<file path="src/load_switch_pkg.sv">
// shared constants and types for the load switch protection block
package load_switch_pkg;

  // ------------------------------------------------------------
  // clock and protection timing
  // ------------------------------------------------------------
  localparam int unsigned CLK_HZ = 100_000_000;
  localparam int unsigned CLK_PER_MS = CLK_HZ / 1000;
  localparam int unsigned BLANK_TIME_MS = 18;
  localparam int unsigned RETRY_TIME_MS = 160;
  localparam int unsigned BLANK_CYCLES = CLK_PER_MS * BLANK_TIME_MS;
  localparam int unsigned RETRY_CYCLES = CLK_PER_MS * RETRY_TIME_MS;
  localparam int TIMER_W = 24;

  // ------------------------------------------------------------
  // register bus
  // ------------------------------------------------------------
  localparam int ADDR_W = 8;
  localparam logic [7:0] OFF_STATUS = 8'h00;
  localparam logic [7:0] OFF_UPPER_PWR = 8'h04;
  localparam logic [7:0] OFF_LOWER_PWR = 8'h08;
  localparam logic [7:0] OFF_OVERVOLTAGE_CUTOFF_LO = 8'h0c;
  localparam logic [7:0] OFF_OVERVOLTAGE_CUTOFF_HI = 8'h10;
  localparam logic [7:0] OFF_GOOD_THR = 8'h14;
  localparam logic [7:0] OFF_EVENTS = 8'h18;
  localparam logic [7:0] OFF_TRIPS = 8'h1c;
  localparam logic [7:0] OFF_POWER = 8'h20;

  // ------------------------------------------------------------
  // reset values (power lsb 10 mW, voltage lsb 100 mV)
  // ------------------------------------------------------------
  localparam logic [15:0] UPPER_PWR_RST = 16'h09c4;
  localparam logic [15:0] LOWER_PWR_RST = 16'h04e2;
  localparam logic [7:0] OVERVOLTAGE_CUTOFF_LO_RST = 8'hdc;
  localparam logic [7:0] OVERVOLTAGE_CUTOFF_HI_RST = 8'hf0;
  localparam logic [7:0] GOOD_THR_RST = 8'h64;

  // ------------------------------------------------------------
  // field positions
  // ------------------------------------------------------------
  localparam int STAT_OV = 0;
  localparam int STAT_SEL = 1;
  localparam int STAT_EN = 2;
  localparam int STAT_GOOD = 3;
  localparam int STAT_FAULT = 4;
  localparam int STAT_GATE = 5;
  localparam int STAT_STATE = 6;
  localparam int EV_UPPER = 0;
  localparam int EV_LOWER = 1;
  localparam int EV_OV = 2;
  localparam int EV_W = 3;

  // ------------------------------------------------------------
  // types
  // ------------------------------------------------------------
  typedef enum logic [1:0] {st_off, st_on, st_blank, st_retry} sw_state_t;

  typedef struct packed {
    logic [7:0] vin;
    logic [7:0] vout;
    logic [7:0] vds;
    logic [7:0] ids;
    logic ilim;
    logic otemp;
  } sense_t;

endpackage

</file>
<file path="src/load_switch_soa_protection_fsm.sv">
// protection and sequencing state machine of a load switch
//
// Decided for this implementation: the placing of the registers and the address-and-strobe port.
`timescale 1ns/1ps
// ------------------------------------------------------------
// What this block does
// - enable high starts the machine and turns the gate on.
// - lockout select picks one of two overvoltage cutoff levels.
// - the fault flag asserts on overvoltage, area trip, limit or heat.
// - the good flag asserts once output voltage passes its threshold.
// - dissipation is the product of drain-source voltage and current.
// - dissipation above the upper level turns the gate off at once.
// - after an area shutdown a restart follows the cool-down delay.
// - dissipation above the lower level starts the blanking timer.
// - still above the lower level at blanking end turns the gate off.
// - a lower-level shutdown also retries after the cool-down delay.
// - both levels are watched when on and during blanking, in limit or not.
// ------------------------------------------------------------
module load_switch_soa_protection_fsm
  import load_switch_pkg::*;
#(
  parameter logic [TIMER_W-1:0] BLANK_LEN = TIMER_W'(BLANK_CYCLES),
  parameter logic [TIMER_W-1:0] RETRY_LEN = TIMER_W'(RETRY_CYCLES)
) (
  // clock and reset
  input wire logic ref_clk,
  input wire logic nrst,
  // host pins
  input wire logic enable,
  input wire logic lockout_sel,
  // analog comparator and sense inputs
  input wire sense_t sense,
  // register port
  input wire logic [ADDR_W-1:0] addr,
  input wire logic [31:0] wdata,
  input wire logic wr_stb,
  input wire logic rd_stb,
  output logic [31:0] rdata,
  // power path and open-drain flags
  output logic gate_on,
  output logic fault_flag_o,
  output logic fault_flag_oe,
  output logic output_good_flag_o,
  output logic output_good_flag_oe
);

  // ------------------------------------------------------------
  // state and registers
  // ------------------------------------------------------------
  sw_state_t state_reg;
  sw_state_t state_next;
  logic gate_reg;
  logic gate_next;
  logic [15:0] power_reg;
  logic [15:0] power_next;
  logic [15:0] upper_thr_reg;
  logic [15:0] lower_thr_reg;
  logic [7:0] overvoltage_cutoff_lo_reg;
  logic [7:0] overvoltage_cutoff_hi_reg;
  logic [7:0] good_thr_reg;
  logic [EV_W-1:0] events_reg;
  logic [EV_W-1:0] events_next;
  logic [15:0] trips_reg;
  logic [15:0] trips_next;
  logic fault_oe_reg;
  logic fault_oe_next;
  logic good_oe_reg;
  logic good_oe_next;
  logic [31:0] rdata_reg;
  logic [31:0] rdata_next;
  logic [31:0] status_word;

  // ------------------------------------------------------------
  // decode
  // ------------------------------------------------------------
  logic [7:0] overvoltage_cutoff_thr;
  logic ov_hit;
  logic over_hi;
  logic over_lo;
  logic blank_done;
  logic retry_done;
  logic run_ok;
  logic trip_hi;
  logic trip_lo;
  logic good_now;
  logic wr_upper;
  logic wr_lower;
  logic wr_overvoltage_cutoff_lo;
  logic wr_overvoltage_cutoff_hi;
  logic wr_good;
  logic wr_events;
  logic [EV_W-1:0] ev_set;

  assign overvoltage_cutoff_thr = lockout_sel ? overvoltage_cutoff_hi_reg : overvoltage_cutoff_lo_reg;
  assign ov_hit = sense.vin > overvoltage_cutoff_thr;
  assign power_next = 16'(sense.vds) * 16'(sense.ids);
  // both tiers acted on only in st_on and st_blank, current limit or not
  assign over_hi = power_reg > upper_thr_reg;
  assign over_lo = power_reg > lower_thr_reg;
  assign run_ok = enable && !ov_hit && !sense.otemp;
  assign trip_hi = run_ok && over_hi &&
    ((state_reg == st_on) || (state_reg == st_blank));
  assign trip_lo = run_ok && !over_hi && over_lo && blank_done &&
    (state_reg == st_blank);
  assign good_now = gate_reg && (sense.vout > good_thr_reg);

  assign wr_upper = wr_stb && (addr == OFF_UPPER_PWR);
  assign wr_lower = wr_stb && (addr == OFF_LOWER_PWR);
  assign wr_overvoltage_cutoff_lo = wr_stb && (addr == OFF_OVERVOLTAGE_CUTOFF_LO);
  assign wr_overvoltage_cutoff_hi = wr_stb && (addr == OFF_OVERVOLTAGE_CUTOFF_HI);
  assign wr_good = wr_stb && (addr == OFF_GOOD_THR);
  assign wr_events = wr_stb && (addr == OFF_EVENTS);

  // ------------------------------------------------------------
  // timers
  // ------------------------------------------------------------
  protect_timer #(
    .LEN(BLANK_LEN)
  ) u_blank_timer (
    .ref_clk(ref_clk),
    .nrst(nrst),
    .run(state_reg == st_blank),
    .done(blank_done)
  );

  protect_timer #(
    .LEN(RETRY_LEN)
  ) u_retry_timer (
    .ref_clk(ref_clk),
    .nrst(nrst),
    .run(state_reg == st_retry),
    .done(retry_done)
  );

  // ------------------------------------------------------------
  // sequencing
  // ------------------------------------------------------------
  always_comb begin
    state_next = state_reg;
    if (!enable) begin
      state_next = st_off;
    end else if (ov_hit || sense.otemp) begin
      state_next = st_off;
    end else begin
      case (state_reg)
        st_off: begin
          state_next = st_on;
        end
        st_on: begin
          if (over_hi) begin
            state_next = st_retry;
          end else if (over_lo) begin
            state_next = st_blank;
          end
        end
        st_blank: begin
          if (over_hi) begin
            state_next = st_retry;
          end else if (!over_lo) begin
            state_next = st_on;
          end else if (blank_done) begin
            state_next = st_retry;
          end
        end
        st_retry: begin
          if (retry_done) begin
            state_next = st_on;
          end
        end
        default: begin
          state_next = st_off;
        end
      endcase
    end
  end

  assign gate_next = (state_next == st_on) || (state_next == st_blank);

  // ------------------------------------------------------------
  // flags and events
  // ------------------------------------------------------------
  assign fault_oe_next = ov_hit || sense.otemp || sense.ilim ||
    trip_hi || trip_lo || (state_reg == st_retry);
  assign good_oe_next = !good_now;
  assign ev_set = {ov_hit, trip_lo, trip_hi};
  // set wins over a write-one clear
  assign events_next = wr_events ?
    ((events_reg & ~wdata[EV_W-1:0]) | ev_set) : (events_reg | ev_set);
  assign trips_next = (trip_hi || trip_lo) ? trips_reg + 16'h0001 :
    trips_reg;

  // ------------------------------------------------------------
  // read mux
  // ------------------------------------------------------------
  always_comb begin
    status_word = '0;
    status_word[STAT_OV] = ov_hit;
    status_word[STAT_SEL] = lockout_sel;
    status_word[STAT_EN] = enable;
    status_word[STAT_GOOD] = !good_oe_reg;
    status_word[STAT_FAULT] = fault_oe_reg;
    status_word[STAT_GATE] = gate_reg;
    status_word[STAT_STATE +: 2] = state_reg;
  end

  always_comb begin
    rdata_next = '0;
    if (rd_stb) begin
      case (addr)
        OFF_STATUS: rdata_next = status_word;
        OFF_UPPER_PWR: rdata_next = {16'h0000, upper_thr_reg};
        OFF_LOWER_PWR: rdata_next = {16'h0000, lower_thr_reg};
        OFF_OVERVOLTAGE_CUTOFF_LO: rdata_next = {24'h000000, overvoltage_cutoff_lo_reg};
        OFF_OVERVOLTAGE_CUTOFF_HI: rdata_next = {24'h000000, overvoltage_cutoff_hi_reg};
        OFF_GOOD_THR: rdata_next = {24'h000000, good_thr_reg};
        OFF_EVENTS: rdata_next = {29'h0000000, events_reg};
        OFF_TRIPS: rdata_next = {16'h0000, trips_reg};
        OFF_POWER: rdata_next = {16'h0000, power_reg};
        default: rdata_next = '0;
      endcase
    end
  end

  // ------------------------------------------------------------
  // flops
  // ------------------------------------------------------------
  always_ff @(posedge ref_clk or negedge nrst) begin
    if (!nrst) begin
      state_reg <= st_off;
      gate_reg <= 1'b0;
      power_reg <= '0;
      fault_oe_reg <= 1'b0;
      good_oe_reg <= 1'b1;
      events_reg <= '0;
      trips_reg <= '0;
      rdata_reg <= '0;
    end else begin
      state_reg <= state_next;
      gate_reg <= gate_next;
      power_reg <= power_next;
      fault_oe_reg <= fault_oe_next;
      good_oe_reg <= good_oe_next;
      events_reg <= events_next;
      trips_reg <= trips_next;
      rdata_reg <= rdata_next;
    end
  end

  always_ff @(posedge ref_clk or negedge nrst) begin
    if (!nrst) begin
      upper_thr_reg <= UPPER_PWR_RST;
      lower_thr_reg <= LOWER_PWR_RST;
      overvoltage_cutoff_lo_reg <= OVERVOLTAGE_CUTOFF_LO_RST;
      overvoltage_cutoff_hi_reg <= OVERVOLTAGE_CUTOFF_HI_RST;
      good_thr_reg <= GOOD_THR_RST;
    end else begin
      if (wr_upper) upper_thr_reg <= wdata[15:0];
      if (wr_lower) lower_thr_reg <= wdata[15:0];
      if (wr_overvoltage_cutoff_lo) overvoltage_cutoff_lo_reg <= wdata[7:0];
      if (wr_overvoltage_cutoff_hi) overvoltage_cutoff_hi_reg <= wdata[7:0];
      if (wr_good) good_thr_reg <= wdata[7:0];
    end
  end

  // ------------------------------------------------------------
  // outputs
  // ------------------------------------------------------------
  assign gate_on = gate_reg;
  assign fault_flag_o = 1'b0;
  assign fault_flag_oe = fault_oe_reg;
  assign output_good_flag_o = 1'b0;
  assign output_good_flag_oe = good_oe_reg;
  assign rdata = rdata_reg;

  // ------------------------------------------------------------
  // checks
  // ------------------------------------------------------------
  chk_turn_on_enable: assert property (
    @(posedge ref_clk) disable iff (!nrst)
    (state_reg == st_off && run_ok) |=> gate_reg && state_reg == st_on)
    else $error("gate did not turn on after enable");

  chk_overvoltage_cutoff_cutoff: assert property (
    @(posedge ref_clk) disable iff (!nrst)
    (sense.vin > (lockout_sel ? overvoltage_cutoff_hi_reg : overvoltage_cutoff_lo_reg))
      |=> !gate_reg && fault_flag_oe)
    else $error("overvoltage did not cut the gate");

  chk_fault_flag: assert property (
    @(posedge ref_clk) disable iff (!nrst)
    (sense.ilim || sense.otemp || trip_hi) |=> fault_flag_oe)
    else $error("fault flag missing after a fault cause");

  chk_good_flag: assert property (
    @(posedge ref_clk) disable iff (!nrst)
    (gate_reg && sense.vout > good_thr_reg) |=> !output_good_flag_oe)
    else $error("good flag not released above threshold");

  chk_power_calc: assert property (
    @(posedge ref_clk) disable iff (!nrst)
    $past(nrst) |-> power_reg == 16'($past(sense.vds)) *
      16'($past(sense.ids)))
    else $error("power is not voltage times current");

  chk_upper_trip: assert property (
    @(posedge ref_clk) disable iff (!nrst)
    trip_hi |=> !gate_reg && state_reg == st_retry)
    else $error("upper level did not cut the gate at once");

  chk_retry_restart: assert property (
    @(posedge ref_clk) disable iff (!nrst)
    (state_reg == st_retry && retry_done && run_ok) |=> gate_reg)
    else $error("no restart after the cool-down delay");

  chk_retry_hold: assert property (
    @(posedge ref_clk) disable iff (!nrst)
    (state_reg == st_retry && !retry_done) |=> !gate_reg)
    else $error("gate came back during cool-down");

  chk_blank_start: assert property (
    @(posedge ref_clk) disable iff (!nrst)
    (state_reg == st_on && run_ok && over_lo && !over_hi)
      |=> state_reg == st_blank && gate_reg)
    else $error("blanking did not start on lower level");

  chk_blank_expire: assert property (
    @(posedge ref_clk) disable iff (!nrst)
    trip_lo |=> !gate_reg && state_reg == st_retry)
    else $error("gate stayed on after blanking expired");

  chk_enable_off: assert property (
    @(posedge ref_clk) disable iff (!nrst)
    !enable |=> !gate_reg && state_reg == st_off)
    else $error("enable low did not turn the gate off");

  chk_blank_cancel: assert property (
    @(posedge ref_clk) disable iff (!nrst)
    (state_reg == st_blank && run_ok && !over_lo)
      |=> state_reg == st_on && gate_reg)
    else $error("blanking not cancelled below lower level");

endmodule // load_switch_soa_protection_fsm

</file>
<file path="src/protect_timer.sv">
// run timer that flags when it has run a set number of cycles
`timescale 1ns/1ps
module protect_timer
  import load_switch_pkg::*;
#(
  parameter logic [TIMER_W-1:0] LEN = 24'd100
) (
  // clock and reset
  input wire logic ref_clk,
  input wire logic nrst,
  // control
  input wire logic run,
  output logic done
);

  logic [TIMER_W-1:0] count_reg;
  logic [TIMER_W-1:0] count_next;

  // ------------------------------------------------------------
  // count while running, clear otherwise
  // ------------------------------------------------------------
  assign count_next = run ? count_reg + 1'b1 : '0;
  assign done = run && (count_reg == LEN - 1'b1);

  always_ff @(posedge ref_clk or negedge nrst) begin
    if (!nrst) begin
      count_reg <= '0;
    end else begin
      count_reg <= count_next;
    end
  end

endmodule // protect_timer

</file>
<file path="config.mk">
export PLATFORM = sky130hd
export DESIGN_NAME = load_switch_soa_protection_fsm
export DESIGN_NICKNAME = d
export VERILOG_FILES = /design/src/load_switch_pkg.sv /design/src/load_switch_soa_protection_fsm.sv /design/src/protect_timer.sv
export SDC_FILE = /design/constraint.sdc
export NUM_CORES = 1
export LEC_CHECK = 0
export BUFFER_PORTS_ARGS = -buffer_cell sky130_fd_sc_hd__buf_2
export CAP_MARGIN = 15
export CORE_MARGIN = 2
export CORE_UTILIZATION = 40
export DETAILED_ROUTE_END_ITERATION = 7
export MAX_ROUTING_LAYER = met4
export PLACE_DENSITY = 0.7
export REMOVE_ABC_BUFFERS = 1
export SYNTH_ARGS = -nofsm -noshare
export SYNTH_HDL_FRONTEND = slang
export SYNTH_SLANG_ARGS = --single-unit
</file>
<file path="constraint.sdc">
create_clock -name ref_clk -period 2.8 [get_ports ref_clk]
set_input_delay 0.14 -clock ref_clk [delete_from_list [all_inputs] [get_ports ref_clk]]
set_output_delay 0.14 -clock ref_clk [all_outputs]
set_load 0.01 [all_outputs]
</file>
Yosys cells after proc, flatten, opt, wreduce, memory -nomap -nowiden
Index checks and enable logic that the tools add are counted.
Word-level totals
  output and inout port bits: 37
  logic and storage cells: 89
  input bits: 80
  bits in registers: 176
Operators by class
  equality and inequality tests: 15
  add/sub/neg operators: 3
  muxes and demuxes: 15
  reductions and logical operators: 32
  bitwise logic cells: 4
  $lt $le $gt $ge: 4
  $mul: 1
Operators with widths (number)
  16-bit case mux with 9 select lines: 1
  24-bit by 1-bit adder with 24-bit output, second input constant: 2
  24-bit two-way mux: 2
  8-bit by 5-bit == test with 1-bit output, second input constant: 4
  16-bit > comparator: 2
  24-bit by 21-bit == test with 1-bit output, second input constant: 1
  24-bit == test, second input constant: 1
  1-bit logical AND: 17
  16-bit by 1-bit adder with 16-bit output, second input constant: 1
  8-bit by 4-bit == test with 1-bit output, second input constant: 2
  8-bit > comparator: 2
  8-bit by 8-bit multiplier with 16-bit output: 1
  16-bit two-way mux: 1
  2-bit two-way mux: 8
  8-bit by 3-bit == test with 1-bit output, second input constant: 1
  8-bit by 6-bit == test with 1-bit output, second input constant: 1
  8-bit logical NOT: 1
  1-bit logical OR: 8
  8-bit two-way mux: 1
  2-bit case mux with 4 select lines: 1
  2-bit == test, second input constant: 3
  3-bit bitwise OR: 2
  1-bit logical NOT: 5
  2-bit by 1-bit == test with 1-bit output, second input constant: 2
  other kinds (4): 4

Depth between registers and ports, before layout
  word-level depth: 11
  depth in mapped cells: 17
  gate-level depth less buffers: 17

Modules after synthesis
A second synthesis with hierarchy kept.
Unflattened totals
  cells, all modules: 1060
  area, all modules: 10767.8 um^2
Modules (own cells, without submodules)
  load_switch_soa_protection_fsm: seq. area each 2831.5 um^2, area an instance 8329.2 um^2, cells an instance 804, times used 1
  protect_timer at u_retry_timer: seq. area each 600.6 um^2, area an instance 1228.7 um^2, cells an instance 126, times used 1
  protect_timer at u_blank_timer: seq. area each 600.6 um^2, area an instance 1209.9 um^2, cells an instance 130, times used 1

Worst setup path before layout
No wires, ideal clock.
  path type: input port to flip-flop
  start point: in sense[11] (netlist name)
  end point: reg power_reg[15]
  cell stages on the path: 15
  setup slack: -1.209 ns
  buffers on the path: 0
  data required time: 2.720 ns
  library setup time: 0.080 ns
  data arrival time: 3.929 ns
  cells stage by stage: and2_1 -> fa_1 -> fa_1 -> inv_1 -> fa_1 -> fa_1 -> inv_1 -> ha_1 -> o21ai_0 -> nand2_1 -> a21o_1 -> a31o_2 -> a41o_1 -> o41ai_1 -> xnor2_1
On the way
  cells in the longest elaborated chain, start to end: 1
RTL lines
  start, declared: RTL line load_switch_soa_protection_fsm.sv:32  | input wire sense_t sense,
  8-bit by 8-bit multiplier with 16-bit output: RTL line load_switch_soa_protection_fsm.sv:96  | assign power_next = 16'(sense.vds) * 16'(sense.ids);
  named net power_next[15]: RTL line load_switch_soa_protection_fsm.sv:55  | logic [15:0] power_next;
  end signal, assigned: RTL line load_switch_soa_protection_fsm.sv:240  | power_reg <= power_next;
  end, declared: RTL line load_switch_soa_protection_fsm.sv:54  | logic [15:0] power_reg;
The timed path passes the listed nets, and every way through them passes these cells.
A chain may end at the register's enable or synchronous reset.

Final worst setup path
  start point: in sense[4] (netlist name)
  end point: reg power_reg[15]
Same word-level chain as after synthesis.

==> flow_summary.yaml <==
yosys:
  syn_avg_cell_area_sq_um: 10.22
  synth.most_common_cell: "dfrtp_1"
  syn-cell-area_sq_mm: 0.01063
  synthCells: 1040
  yosysWarnings: 0
  synth_commonest_cells: "dfrtp_1, inv_1, and2_1"
  synth_cell_types: 62
  synth_edf_count: 0
  yosys_register_bits: 160
  synth-main-ff-cell: "dfrtp_1"
  synthArstFlopShare_pct: 100.0
  synth.area.top_cells: "dfrtp_1, ha_1, fa_1, mux2_2, dfstp_2"
  synth_top_cell_area_share_pct: 32.25
  synth_area_leader_cell: "dfrtp_1"
  yosysSeqAreaShare_pct: 37.94
worst_setup_path:
  cpMostUsedCell: "fa_1"
  max_stage_delay_ns: 0.55
  arrival_ns: 3.75
  crit_required_ns: 3.15
  end_kind: "flip-flop"
  crit_path_cell_trace: "buf_8, buf_6, and2_4, fa_1, fa_1, fa_1, inv_1, fa_1, inv_2, ha_4, a21o_1, a31o_2, a41o_1, o41ai_2, xnor2_1"
  reg2reg_depth: 13
  criticalPathCategory: "in -> reg"
  worst_path_dominant_cell_family: "adder cells"
  worstSetupStartpointType: "input pin"
  critPathBufInv: 4
  cp.depth: 15
  cp_max_fo: 4
  cpMaxStageDelayCell: "fa_1"
drt:
  ant_nets: 0
  totalWireLength_um: 26090
  first_pass_iters: 5
  drc: 0
  drt_iter0_drc: 474
  vias_per_cell: 5.231
  avgRoutedWirePerCell_um: 16.19
  vias: 8433
sta:
  tns_ns: -6.684
  slew_viol_final: 0
  finalClockSkew_ns: 0.009789
  setup_slack_ns: -0.6026
  hold_viol: 0
  min_period_ns: 3.403
  post-route-period-util_pct: 121.5
  rsz0062_at_grt: "yes"
  max_freq_ghz: 0.2939
  max_slew_margin_pct: 51.82
  setup_viol: 25
  worstMarginPinSlew_ns: 0.7212
die:
  die_w_um: 167.0
  die_h_um: 167.0
  core_sq_mm: 0.02606
  rows: 59
  die_area_sq_mm: 0.02790
  start_util_pct: 40.79
  io_pins: 117
global_route:
  grt.total_usage_pct: 19.63
  grt_pass1_wl_um: 43420
  antenna_found_initial: 0
  overflow: 0
  grt_max_degree: 81
  grt_pass1_vias: 8692
power:
  powerDensity_mw_per_mm2: 603.1
  power.total_w: 0.008260
  power_leakage_nw: 6.385
  peakVddDrop_mv: 0.3586
place:
  io_buffers: 82
  dpl.cell_count: 1552
  dp_hpwl_um: 18910
  place_congestion: 0.8782
clock_tree:
  cts.clk_slew.worst_paths_ns: 0.07
  cts_sinks: 160
  clockBufferDepth: 2
  h-tree-depth: 4
  cts_buffers: 17
  tritoncts: "built"
  clock_latency_ns: 0.43
  root_buffer: "clkbuf_16"
outcome:
  violations: "negative setup slack"
  status: "complete, but fails checks"
min_path:
  min_path_cells: 2
  hold_path_class: "in -> reg"
layout:
  layout-drive-gt1-share_pct: 33.83
  n_antenna_cell: 0
  area_delta_synth_final_pct: 28.84
  fin_cells: 1612
  fill_cells: 2232
  fin_nets: 1471
run:
  drv_cap: 0
## power breakdown
group | leakage [nW] | internal (W) | switching, W
Combinational | 4.01 | 0.00167 | 0.00157
Clock | 0.279 | 0.00135 | 0.00100
Sequential | 2.09 | 0.00249 | 0.000173
Total | 6.38 | 0.00552 | 0.00274
## repair_timing
item / CTS / global route
hold buffers: 9 / 0
pin swaps: 75 / 46
endpoints found under the setup margin: 27 / 28
setup buffers: 22 / 5
hold endpoints to repair: 61 / 0
resized for setup: 119 / 36
## per-layer routing
metal | vias to the layer above | track usage [%] | share of wire [%]
li1 | 4005 | - | -
met1 | 4135 | 25.40 | 45
met2 | 240 | 31.60 | 49
met3 | 53 | 3.018 | 4.3
met4 | 0 | 6.597 | 1.9
met5 | - | - | 0
## placed cells by master (no fill, tap or decap), types with 6 or more instances in the layout
cell type and instances:
dlygate4sd3_1 9, inv_1 93, or3_1 11, xor2_1 9, o22ai_1 8, and2_4 14, dfstp_2 23, mux2i_1 15
a21o_1 9, clkbuf_16 17, nand3_2 6, nor2_1 23, xnor2_1 49, fa_1 31, nor2b_1 6, ha_4 14
buf_4 116, a22oi_1 29, and2_1 81, a21boi_0 9, mux2_2 59, o21ai_0 23, nor3_1 10, buf_6 21
ha_1 76, nand4_1 22, inv_2 14, dfrtp_1 137, nand3_1 28, a21oi_1 38, buf_2 73, nand2_1 57
nand2b_1 7, and3_1 11, conb_1 18
## cells by family after synthesis
group / after synthesis / synth area share, %
AND/OR/NAND/NOR: 312 / 16.20
multiplexers: 74 / 7.662
flip-flops: 160 / 37.94
AO/OA/AOI/OAI: 158 / 9.687
other: 1 / 0.03528
XOR/XNOR: 62 / 5.108
buffers and inverters: 146 / 5.885
adder cells (fa/ha/maj): 127 / 17.49
## through the flow
step	area, sq um	hold WS (ns)	util (%)	worst slack, ns
final	13700	0.01983	52.56	-0.6026
after CTS	13550	0.01027	52.00	-0.7291
after global routing	13700	0.01695	52.56	-0.7203
after global placement	12210	0.1388	46.85	-1.425
after detailed placement	12210	0.1448	46.85	-1.499
after floorplan	10470	-0.1556	-	-1.209
## layout make-up
type | instances | area [sq um] | share of cell area (%)
Clock buffer | 19 | 442.9 | 3.234
Clock inverter | 13 | 150.1 | 1.096
Multi-Input combinational cell | 751 | 6546 | 47.80
Inverter | 107 | 401.6 | 2.933
Tap cell | 335 | 419.2 | 3.060
Timing Repair Buffer | 227 | 1703 | 12.43
Sequential cell | 160 | 4033 | 29.44
## final timing paths
kind | endpoint | slack [ns] | from
setup reg to reg | trips_reg[13] | -0.26 | upper_thr_reg[11]
hold reg to reg | u_blank_timer.count_reg[0] | 0.48 | u_blank_timer.count_reg[0]
setup / recovery | power_reg[15] | -0.60 | sense[4]
max in group asynchronous | lower_thr_reg[10] | 1.70 | nrst
min in group asynchronous | u_retry_timer.count_reg[7] | 0.25 | nrst
hold / removal | overvoltage_cutoff_hi_reg[5] | 0.02 | wdata[5]
Note: power is estimated with default switching activity, not from simulation.
